--- src/uart_irq_fifo_pkg.sv ---
// package for the uart channel interrupt and fifo control block
// assumes one clock domain; all event inputs come from logic on that clock
package uart_irq_fifo_pkg;

   // ***********************************************************
   // register map (byte addresses on apb)
   // ***********************************************************
   localparam logic [7:0] ADDR_INTERRUPT_ENABLE = 8'h00;
   localparam logic [7:0] ADDR_INTERRUPT_STATUS = 8'h04;
   localparam logic [7:0] ADDR_FIFO_CONTROL = 8'h08;
   localparam logic [7:0] ADDR_ENHANCED_FUNCTION = 8'h0C;
   localparam logic [7:0] ADDR_FEATURE_CONTROL = 8'h10;
   localparam logic [7:0] ADDR_PROGRAMMABLE_TRIGGER = 8'h14;

   localparam logic [7:0] RESET_BYTE = 8'h00;
   localparam logic [7:0] LEVEL_ZERO = 8'h00;
   localparam logic [7:0] FIFO_DEPTH = 8'h80;

   // ***********************************************************
   // field positions
   // ***********************************************************
   localparam int IE_RX_DATA = 0;
   localparam int IE_TX_READY = 1;
   localparam int IE_LINE = 2;
   localparam int IE_MODEM = 3;
   localparam int IE_XOFF = 5;
   localparam int IE_RTS = 6;
   localparam int IE_CTS = 7;
   localparam int EF_ENHANCED = 4;
   localparam int EF_AUTO_RTS = 6;
   localparam int EF_AUTO_CTS = 7;
   localparam int FC_ENABLE = 0;
   localparam int FC_RX_FLUSH = 1;
   localparam int FC_TX_FLUSH = 2;
   localparam int FC_DMA = 3;
   localparam int FT_RS485 = 3;
   localparam int FT_TRG_TARGET = 7;
   localparam logic [7:0] IE_UPPER_MASK = 8'hF0;

   // ***********************************************************
   // interrupt codes, bits 5..0 of interrupt_status
   // ***********************************************************
   typedef enum logic [5:0] {
      CODE_LINE = 6'h06,
      CODE_TIMEOUT = 6'h0C,
      CODE_RX_DATA = 6'h04,
      CODE_TX_READY = 6'h02,
      CODE_MODEM = 6'h00,
      CODE_XOFF = 6'h10,
      CODE_FLOW = 6'h20,
      CODE_NONE = 6'h01
   } irq_code_e;

   // ***********************************************************
   // timing: receive time-out is four characters plus twelve bits
   // ***********************************************************
   localparam logic [7:0] TIMEOUT_CHARS = 8'h04;
   localparam logic [7:0] TIMEOUT_EXTRA_BITS = 8'h0C;

   localparam logic [1:0] TABLE_PROG = 2'h3;

   // events from the receive and modem logic, one-cycle pulses
   typedef struct packed {
      logic char_in;
      logic [3:0] line_err;
      logic xoff_match;
      logic xon_match;
      logic special_match;
   } rx_event_s;

   typedef struct packed {
      logic [3:0] msr_delta;
      logic rts_rise;
      logic cts_rise;
   } modem_event_s;

   // reads and writes of registers held elsewhere in the channel
   typedef struct packed {
      logic line_status_read;
      logic modem_status_read;
      logic receive_holding_read;
      logic transmit_holding_write;
   } host_access_s;

   function automatic logic [7:0] rx_trigger_lut(input logic [1:0] tbl, input logic [1:0] sel);
      logic [7:0] v;
      v = 8'h01;
      case ({tbl, sel})
         4'h0: v = 8'h01;
         4'h1: v = 8'h04;
         4'h2: v = 8'h08;
         4'h3: v = 8'h0E;
         4'h4: v = 8'h08;
         4'h5: v = 8'h10;
         4'h6: v = 8'h18;
         4'h7: v = 8'h1C;
         4'h8: v = 8'h08;
         4'h9: v = 8'h10;
         4'hA: v = 8'h38;
         4'hB: v = 8'h3C;
         default: v = 8'h01;
      endcase
      return v;
   endfunction : rx_trigger_lut

   function automatic logic [7:0] tx_trigger_lut(input logic [1:0] tbl, input logic [1:0] sel);
      logic [7:0] v;
      v = 8'h01;
      case ({tbl, sel})
         4'h4: v = 8'h10;
         4'h5: v = 8'h08;
         4'h6: v = 8'h18;
         4'h7: v = 8'h1E;
         4'h8: v = 8'h08;
         4'h9: v = 8'h10;
         4'hA: v = 8'h20;
         4'hB: v = 8'h38;
         default: v = 8'h01;
      endcase
      return v;
   endfunction : tx_trigger_lut

endpackage : uart_irq_fifo_pkg

--- src/uart_irq_fifo_ctrl.sv ---
// interrupt enable, prioritised interrupt status and fifo control of one uart channel
// assumes the fifos, receiver, transmitter and modem logic sit on the same clock
// and report levels and one-cycle event pulses through the ports below
//
// Contract
// - rx data interrupt on holding data or trigger
// - tx ready interrupt on empty, also at enable
// - line status interrupt on errored character
// - modem status interrupt on delta bits 0-3
// - upper enables need enhanced bit; reset zero
// - rts and cts rising edges interrupt
// - time-out after four chars plus twelve bits
// - rs485 mode uses transmitter empty
// - status shows highest pending, others queued
// - priority codes for seven sources and none
// - line, rx data, time-out clearing
// - tx ready cleared by status read showing it, or holding write
// - modem and flow interrupts cleared by modem read
// - xoff and special character clearing
// - status bits 5:4 only with enhanced bit
// - bit 0 low when pending; 3:1 code
// - bits 7:6 show fifo enable
// - fifo bits programmed only with enable set
// - flush bits self-clear, reset pointers only
// - dma bit selects ready pin behaviour
// - tx trigger falls below level; enhanced access
// - rx trigger crossing; shared table
// - three fixed trigger tables
// - table 11 uses programmable trigger register
// - data ready on arrival, clear on empty
`timescale 1ns/1ps
module uart_irq_fifo_ctrl
   import uart_irq_fifo_pkg::*;
(
   input wire logic i_clk,
   input wire logic i_srst,
   input wire logic i_psel,
   input wire logic i_penable,
   input wire logic i_pwrite,
   input wire logic [7:0] i_paddr,
   input wire logic [31:0] i_pwdata,
   output logic [31:0] o_prdata,
   output logic o_pready,
   output logic o_pslverr,
   input wire rx_event_s i_rx_ev,
   input wire modem_event_s i_modem_ev,
   input wire host_access_s i_access,
   input wire logic [7:0] i_rx_level,
   input wire logic [7:0] i_tx_level,
   input wire logic i_tx_shift_empty,
   input wire logic i_bit_tick,
   input wire logic [3:0] i_char_bits,
   output logic o_irq,
   output logic o_fifo_enable,
   output logic o_rx_flush,
   output logic o_tx_flush,
   output logic o_dma_mode,
   output logic [7:0] o_rx_trigger,
   output logic [7:0] o_tx_trigger,
   output logic o_data_ready,
   output logic o_rs485_dir,
   output logic o_rx_ready_n,
   output logic o_tx_ready_n
);

   // ***********************************************************
   // apb decode
   // ***********************************************************
   logic setup;
   logic wr_acc;
   logic rd_acc;
   logic mapped;
   logic ie_wr;
   logic fc_wr;
   logic ef_wr;
   logic ft_wr;
   logic trg_wr;
   logic status_rd;
   logic [7:0] wbyte;

   assign setup = i_psel && !i_penable;
   assign wr_acc = i_psel && i_penable && i_pwrite;
   assign rd_acc = i_psel && i_penable && !i_pwrite;
   assign wbyte = i_pwdata[7:0];
   assign o_pready = 1'b1;

   always_comb
   begin
      mapped = 1'b1;
      if (i_paddr == ADDR_INTERRUPT_ENABLE)
         mapped = 1'b1;
      else if (i_paddr == ADDR_INTERRUPT_STATUS)
         mapped = 1'b1;
      else if (i_paddr == ADDR_FIFO_CONTROL)
         mapped = 1'b1;
      else if (i_paddr == ADDR_ENHANCED_FUNCTION)
         mapped = 1'b1;
      else if (i_paddr == ADDR_FEATURE_CONTROL)
         mapped = 1'b1;
      else if (i_paddr == ADDR_PROGRAMMABLE_TRIGGER)
         mapped = 1'b1;
      else
         mapped = 1'b0;
   end

   assign o_pslverr = i_psel && i_penable && !mapped;
   assign ie_wr = wr_acc && (i_paddr == ADDR_INTERRUPT_ENABLE);
   assign fc_wr = wr_acc && (i_paddr == ADDR_FIFO_CONTROL);
   assign ef_wr = wr_acc && (i_paddr == ADDR_ENHANCED_FUNCTION);
   assign ft_wr = wr_acc && (i_paddr == ADDR_FEATURE_CONTROL);
   assign trg_wr = wr_acc && (i_paddr == ADDR_PROGRAMMABLE_TRIGGER);
   assign status_rd = rd_acc && (i_paddr == ADDR_INTERRUPT_STATUS);

   // ***********************************************************
   // control registers
   // ***********************************************************
   logic [7:0] ie_q;
   logic [7:0] ef_q;
   logic [7:0] ft_q;
   logic [7:0] rx_prog_q;
   logic [7:0] tx_prog_q;
   logic fifo_en_q;
   logic dma_q;
   logic [1:0] rx_sel_q;
   logic [1:0] tx_sel_q;
   logic rx_flush_q;
   logic tx_flush_q;
   logic enhanced;

   assign enhanced = ef_q[EF_ENHANCED];

   always_ff @(posedge i_clk)
   begin
      if (i_srst)
         ie_q <= RESET_BYTE;
      else if (ie_wr)
      begin
         // upper enables hold their value unless the enhanced bit is set
         if (enhanced)
            ie_q <= wbyte;
         else
            ie_q <= (ie_q & IE_UPPER_MASK) | (wbyte & ~IE_UPPER_MASK);
      end
   end

   always_ff @(posedge i_clk)
   begin
      if (i_srst)
      begin
         ef_q <= RESET_BYTE;
         ft_q <= RESET_BYTE;
      end
      else
      begin
         if (ef_wr)
            ef_q <= wbyte;
         if (ft_wr)
            ft_q <= wbyte;
      end
   end

   always_ff @(posedge i_clk)
   begin
      if (i_srst)
      begin
         rx_prog_q <= LEVEL_ZERO;
         tx_prog_q <= LEVEL_ZERO;
      end
      else if (trg_wr)
      begin
         if (ft_q[FT_TRG_TARGET])
            tx_prog_q <= wbyte;
         else
            rx_prog_q <= wbyte;
      end
   end

   always_ff @(posedge i_clk)
   begin
      if (i_srst)
      begin
         fifo_en_q <= 1'b0;
         dma_q <= 1'b0;
         rx_sel_q <= 2'h0;
         tx_sel_q <= 2'h0;
      end
      else if (fc_wr)
      begin
         fifo_en_q <= wbyte[FC_ENABLE];
         // the other bits are ignored unless the same write enables the fifos
         if (wbyte[FC_ENABLE])
         begin
            dma_q <= wbyte[FC_DMA];
            rx_sel_q <= wbyte[7:6];
            if (enhanced)
               tx_sel_q <= wbyte[5:4];
         end
      end
   end

   // flush strobes last one cycle and never read back
   always_ff @(posedge i_clk)
   begin
      if (i_srst)
      begin
         rx_flush_q <= 1'b0;
         tx_flush_q <= 1'b0;
      end
      else
      begin
         rx_flush_q <= fc_wr && wbyte[FC_ENABLE] && wbyte[FC_RX_FLUSH];
         tx_flush_q <= fc_wr && wbyte[FC_ENABLE] && wbyte[FC_TX_FLUSH];
      end
   end

   // ***********************************************************
   // trigger levels
   // ***********************************************************
   logic [1:0] table_sel;
   logic [7:0] rx_trig;
   logic [7:0] tx_trig;

   assign table_sel = ft_q[5:4];

   always_comb
   begin
      if (table_sel == TABLE_PROG)
      begin
         rx_trig = rx_prog_q;
         tx_trig = tx_prog_q;
      end
      else
      begin
         rx_trig = rx_trigger_lut(table_sel, rx_sel_q);
         tx_trig = tx_trigger_lut(table_sel, tx_sel_q);
      end
   end

   // ***********************************************************
   // interrupt sources
   // ***********************************************************
   logic line_q;
   logic timeout_q;
   logic tx_int_q;
   logic modem_q;
   logic xoff_q;
   logic special_q;
   logic rts_q;
   logic cts_q;
   logic tx_cond_q;
   logic tx_ie_q;
   logic rx_data_lvl;
   logic tx_cond;
   logic tx_set;
   logic tx_reported;
   irq_code_e code;

   // level source: no flag, clears itself as reads drain the fifo
   assign rx_data_lvl = ie_q[IE_RX_DATA] &&
      (fifo_en_q ? (i_rx_level >= rx_trig) : (i_rx_level != LEVEL_ZERO));

   always_comb
   begin
      if (ft_q[FT_RS485])
         tx_cond = i_tx_shift_empty;
      else if (fifo_en_q)
         tx_cond = (i_tx_level < tx_trig) || (i_tx_level == LEVEL_ZERO);
      else
         tx_cond = (i_tx_level == LEVEL_ZERO);
   end

   always_ff @(posedge i_clk)
   begin
      if (i_srst)
      begin
         tx_cond_q <= 1'b1;
         tx_ie_q <= 1'b0;
      end
      else
      begin
         tx_cond_q <= tx_cond;
         tx_ie_q <= ie_q[IE_TX_READY];
      end
   end

   // new empty condition, or enable raised while already empty
   assign tx_set = ie_q[IE_TX_READY] && tx_cond && (!tx_cond_q || !tx_ie_q);
   assign tx_reported = status_rd && (code == CODE_TX_READY);

   // in every flag below the set term is tested first so that it wins
   always_ff @(posedge i_clk)
   begin
      if (i_srst)
         line_q <= 1'b0;
      else if (i_rx_ev.char_in && (i_rx_ev.line_err != 4'h0))
         line_q <= 1'b1;
      else if (i_access.line_status_read)
         line_q <= 1'b0;
   end

   always_ff @(posedge i_clk)
   begin
      if (i_srst)
         tx_int_q <= 1'b0;
      else if (tx_set)
         tx_int_q <= 1'b1;
      else if (tx_reported || i_access.transmit_holding_write)
         tx_int_q <= 1'b0;
   end

   always_ff @(posedge i_clk)
   begin
      if (i_srst)
         modem_q <= 1'b0;
      else if (i_modem_ev.msr_delta != 4'h0)
         modem_q <= 1'b1;
      else if (i_access.modem_status_read)
         modem_q <= 1'b0;
   end

   always_ff @(posedge i_clk)
   begin
      if (i_srst)
      begin
         rts_q <= 1'b0;
         cts_q <= 1'b0;
      end
      else
      begin
         if (i_modem_ev.rts_rise && ef_q[EF_AUTO_RTS])
            rts_q <= 1'b1;
         else if (i_access.modem_status_read)
            rts_q <= 1'b0;
         if (i_modem_ev.cts_rise && ef_q[EF_AUTO_CTS])
            cts_q <= 1'b1;
         else if (i_access.modem_status_read)
            cts_q <= 1'b0;
      end
   end

   always_ff @(posedge i_clk)
   begin
      if (i_srst)
      begin
         xoff_q <= 1'b0;
         special_q <= 1'b0;
      end
      else
      begin
         if (i_rx_ev.xoff_match)
            xoff_q <= 1'b1;
         else if (status_rd || i_rx_ev.xon_match)
            xoff_q <= 1'b0;
         if (i_rx_ev.special_match)
            special_q <= 1'b1;
         else if (status_rd || i_rx_ev.char_in)
            special_q <= 1'b0;
      end
   end

   // ***********************************************************
   // receive time-out timer, counted in bit times
   // ***********************************************************
   logic [7:0] bit_cnt_q;
   logic [7:0] timeout_limit;
   logic timer_restart;

   assign timeout_limit = 8'(TIMEOUT_CHARS * {4'h0, i_char_bits}) + TIMEOUT_EXTRA_BITS;
   assign timer_restart = i_rx_ev.char_in || i_access.receive_holding_read ||
      (i_rx_level == LEVEL_ZERO) || !fifo_en_q;

   always_ff @(posedge i_clk)
   begin
      if (i_srst)
         bit_cnt_q <= LEVEL_ZERO;
      else if (timer_restart)
         bit_cnt_q <= LEVEL_ZERO;
      else if (i_bit_tick && (bit_cnt_q < timeout_limit))
         bit_cnt_q <= bit_cnt_q + 8'h01;
   end

   always_ff @(posedge i_clk)
   begin
      if (i_srst)
         timeout_q <= 1'b0;
      else if (!timer_restart && (bit_cnt_q == timeout_limit))
         timeout_q <= 1'b1;
      else if (i_access.receive_holding_read)
         timeout_q <= 1'b0;
   end

   // ***********************************************************
   // priority encoder and status
   // ***********************************************************
   logic [7:0] status_byte;

   // lower sources stay flagged until their own clear; only the top one shows
   always_comb
   begin
      if (line_q && ie_q[IE_LINE])
         code = CODE_LINE;
      else if (timeout_q && ie_q[IE_RX_DATA])
         code = CODE_TIMEOUT;
      else if (rx_data_lvl)
         code = CODE_RX_DATA;
      else if (tx_int_q && ie_q[IE_TX_READY])
         code = CODE_TX_READY;
      else if (modem_q && ie_q[IE_MODEM])
         code = CODE_MODEM;
      else if (enhanced && (xoff_q || special_q) && ie_q[IE_XOFF])
         code = CODE_XOFF;
      else if (enhanced && ((rts_q && ie_q[IE_RTS]) || (cts_q && ie_q[IE_CTS])))
         code = CODE_FLOW;
      else
         code = CODE_NONE;
   end

   assign status_byte = {fifo_en_q, fifo_en_q, code};

   always_ff @(posedge i_clk)
   begin
      if (i_srst)
         o_prdata <= 32'h0000_0000;
      else if (setup && !i_pwrite)
      begin
         if (i_paddr == ADDR_INTERRUPT_ENABLE)
            o_prdata <= {24'h00_0000, ie_q};
         else if (i_paddr == ADDR_INTERRUPT_STATUS)
            o_prdata <= {24'h00_0000, status_byte};
         else if (i_paddr == ADDR_ENHANCED_FUNCTION)
            o_prdata <= {24'h00_0000, ef_q};
         else if (i_paddr == ADDR_FEATURE_CONTROL)
            o_prdata <= {24'h00_0000, ft_q};
         else
            o_prdata <= 32'h0000_0000;
      end
   end

   // ***********************************************************
   // outputs
   // ***********************************************************
   logic irq_q;
   logic rx_rdy_n_q;
   logic tx_rdy_n_q;

   always_ff @(posedge i_clk)
   begin
      if (i_srst)
         irq_q <= 1'b0;
      else
         irq_q <= (code != CODE_NONE);
   end

   always_ff @(posedge i_clk)
   begin
      if (i_srst)
      begin
         rx_rdy_n_q <= 1'b1;
         tx_rdy_n_q <= 1'b0;
      end
      else if (dma_q)
      begin
         rx_rdy_n_q <= !((i_rx_level >= rx_trig) || timeout_q);
         tx_rdy_n_q <= !(i_tx_level < FIFO_DEPTH);
      end
      else
      begin
         rx_rdy_n_q <= (i_rx_level == LEVEL_ZERO);
         tx_rdy_n_q <= (i_tx_level != LEVEL_ZERO);
      end
   end

   assign o_irq = irq_q;
   assign o_fifo_enable = fifo_en_q;
   assign o_rx_flush = rx_flush_q;
   assign o_tx_flush = tx_flush_q;
   assign o_dma_mode = dma_q;
   assign o_rx_trigger = rx_trig;
   assign o_tx_trigger = tx_trig;
   assign o_data_ready = (i_rx_level != LEVEL_ZERO);
   assign o_rs485_dir = ft_q[FT_RS485];
   assign o_rx_ready_n = rx_rdy_n_q;
   assign o_tx_ready_n = tx_rdy_n_q;

endmodule : uart_irq_fifo_ctrl

--- config.mk ---
export PLATFORM = sky130hd
export DESIGN_NAME = uart_irq_fifo_ctrl
export DESIGN_NICKNAME = d
export VERILOG_FILES = /design/src/uart_irq_fifo_pkg.sv /design/src/uart_irq_fifo_ctrl.sv
export SDC_FILE = /design/constraint.sdc
export NUM_CORES = 1
export LEC_CHECK = 0
export BUFFER_PORTS_ARGS = -buffer_cell sky130_fd_sc_hd__buf_4
export CORE_ASPECT_RATIO = 2
export CORE_MARGIN = 1
export CORE_UTILIZATION = 40
export DETAILED_ROUTE_END_ITERATION = 16
export PLACE_DENSITY = 0.7
export SLEW_MARGIN = 10
export SYNTH_ARGS = -nofsm -noshare
export SYNTH_HDL_FRONTEND = slang
export SYNTH_SLANG_ARGS = --single-unit
export TNS_END_PERCENT = 5
--- constraint.sdc ---
create_clock -name i_clk -period 3.22 [get_ports i_clk]
set_input_delay 0.644 -clock i_clk [delete_from_list [all_inputs] [get_ports i_clk]]
set_output_delay 0.644 -clock i_clk [all_outputs]
set_load 0.05 [all_outputs]
==> reports/qor.txt <==
Vias: 4225
VDD IR max: 0.304 mV
Seq cells post-synth: 77
Io pins: 144
Switching share of total power: 25.4%
Number of detailed-route iterations in the first pass: 4
Total CTS buffers: 9
Power density relative to cell area: 399 mW/mm^2
CP startpoint kind: flop
Syn Inst Count: 547
Global route overflow: 0
Fin Setup TNS: 0 ns
Internal power component: 1.60 mW
# DRC: 0
Hpwl dp: 9480 um
Synth warnings: 0
CTS tree: built
Filler Cell Count: 1017
Avg Cell Area, Syn: 7.96 um^2
Initial Util: 41.3%
Core area: 0.0105 mm^2
Die height: 150 um
Initial antenna violation count: 0
Seq/Total Area, Yosys: 35.4%
Overall routed net length: 12000 um
Routed Antenna Nets: 0
Seq pwr share: 44.9%
WHS: 0.458 ns
First-pass GRT wire length: 18800 um
Final hold viol count: 0
Clock power share: 43.0%
Multi-input gate area: 0.00249 mm^2
Met3 routed WL: 575 um
RSZ-0062 raised after global routing: false
Tmin final: 2.88 ns
Clk slew on worst S/H paths: 0.06 ns
CTS Hold Bufs: 0
Worst Path Arrival: 3.12 ns
Via density: 5.42
Total power after layout: 2.15 mW
TritonCTS Sinks: 77
Unique masters post-synth: 59
Max cap viols: 0
Number of global-route vias before repair: 4064
Most common cell after layout, fill and taps aside: buf_4
Fmax: 347 MHz
Leak: 2.25 nW
H-tree depth: 3
Final setup fails: 0
Worst-Margin Slew: 0.766 ns
Clock Skews: 0.00456 ns
CP max stage cell: o311ai_0
CP most frequent cell: buf_4
Post-layout util: 51.1%
Met2 wire length: 6720 um
Synthesized cell area: 0.00435 mm^2
Pin count of the biggest net entering global routing: 71
Cell chain of the critical path: buf_4 > nor2_1 > a32o_1 > inv_1 > ha_1 > nor4_1 > o21ai_0 > o211a_1 > o311ai_0 > buf_4 > nand4_1 > a211oi_1
P&R area growth vs syn: 23.7%
GRT Total Usage: 22.3%
Layout cells sized above 1: 19.3%
Bufs and invs on worst path: 3
Hold Crit Class: reg2reg
Gpl congestion: 0.916
Drt wl/cell: 15.4 um
Cell row count: 53
Die footprint: 0.0113 mm^2
Clock Latency Late Sink: 0.34 ns
Die width: 75.8 um
Post-CTS Repair Setup Buffers: 0
Worst setup path class: reg2reg
# diodes: 0
Sw Pwr: 0.547 mW
Combinational cell fraction of total power: 12.1%
Top sig layer: met4
Metal-1 WL: 4270 um
Crit-path max FO: 8
EDFF count, synth: 0
Main flop type after synthesis: dfxtp_1
Final nets: 750
Post-synth ARST share: 0%
Slew Viols, Final: 0
Crit share post-route: 89.4%
CP Capture Type: flop
Worst path required time: 3.46 ns
Cts repair resizes: 0
Clock buffer depth: 2
Outcome: completed
Number of port buffers: 94
Register area: 0.00154 mm^2
Rel. slew slack: 47.6%
Worst path top cell family by delay: compound AO/OA/AOI/OAI gates
Critical Path Max Stage Delay: 0.34 ns
Most frequent cells in the layout: buf_4, dfxtp_1, nand2_1
Iter 0 DRT Violations: 175
Root buffer cell: clkbuf_16
## kinds of logic (layout without fill, tap and decap cells)
| logic type | count (synthesis) | count (layout) | synth area share (%) |
|---|---|---|---|
| buf+inv | 81 | 153 | 9.37 |
| mux | 25 | 25 | 5.78 |
| compound gates | 108 | 108 | 15.7 |
| xor+xnor | 9 | 9 | 1.81 |
| simple gates | 218 | 218 | 24.1 |
| other cells | 2 | 25 | 0.173 |
| flops | 77 | 77 | 35.4 |
| fa+ha+maj | 27 | 27 | 7.71 |
## power by group through the flow
stage / Combinational, mW / Sequential, mW / Clock (mW)
after CTS: 0.260 / 0.965 / 0.935
after floorplan: 0.169 / 0.998 / 0
after detailed placement: 0.259 / 0.986 / 0
after global routing: 0.281 / 0.965 / 0.979
after global placement: 0.254 / 0.985 / 0
final: 0.260 / 0.965 / 0.926
## synth_stat cells, types with 9 or more instances
cell type / count / share of area, %
ha_1: 26 / 7.5
o21ai_0: 13 / 1.5
inv_1: 34 / 2.9
nor4_1: 9 / 1.3
nor2_1: 58 / 5.0
nand2_1: 76 / 6.6
nand3_1: 22 / 2.5
clkbuf_1: 19 / 1.6
buf_4: 25 / 4.3
a21oi_1: 47 / 5.4
mux2i_1: 24 / 5.5
dfxtp_1: 77 / 35
## flip-flops by register name, indices dropped and copies added, names as in the netlist, 2 cells and up
signal,count
ie_q,8
o_prdata,8
ef_q,8
tx_sel_q,2
ft_q,8
rx_prog_q,8
tx_prog_q,8
rx_sel_q,2
bit_cnt_q,8
## metal layers
metal  GRT usage (%)  vias to the layer above
met5               0                        -
met2            40.8                      162
met4            12.6                        0
met3            3.50                       36
li1                -                     2036
met1            22.6                     1991
## tightest hold or removal path: cells and delay by family (launching register included)
family	cells	cell delay [ns]
DFF	1	0.31
AOI/OAI and AO/OA	1	0.05
and+or+nand+nor	1	0.05
## final cells by class
| class | count | share of cell area [%] |
|---|---|---|
| clock buffers | 13 | 4.83 |
| clock inverters | 1 | 0.139 |
| inverters | 34 | 2.37 |
| multi-input cells | 412 | 46.2 |
| flip-flops and latches | 77 | 28.6 |
| well taps | 137 | 3.18 |
| repair buffers | 105 | 14.6 |
## path summary, 6_finish.rpt
check / from / to / slack (ns) / depth (start not counted)
min reg2reg: ef_q[3]$_SDFFE_PP0P_ / ef_q[3]$_SDFFE_PP0P_ / 0.46 / 2
max reg2reg: ft_q[5]$_SDFFE_PP0P_ / o_prdata[5]$_SDFFE_PP0P_ / 0.34 / 12
max: ft_q[5]$_SDFFE_PP0P_ / o_prdata[5]$_SDFFE_PP0P_ / 0.34 / 12
min: ef_q[3]$_SDFFE_PP0P_ / ef_q[3]$_SDFFE_PP0P_ / 0.46 / 2
## through the flow
step           setup WS [ns]  std cells  area (um^2)
2_1_floorplan          0.190        570         4440
3_3_place_gp           0.379        765         5120
3_5_place_dp           0.351        765         5120
4_1_cts                0.326        779         5390
5_1_grt                0.110        779         5390
6_report               0.340        779         5390
(Power assumes the default switching activity.)
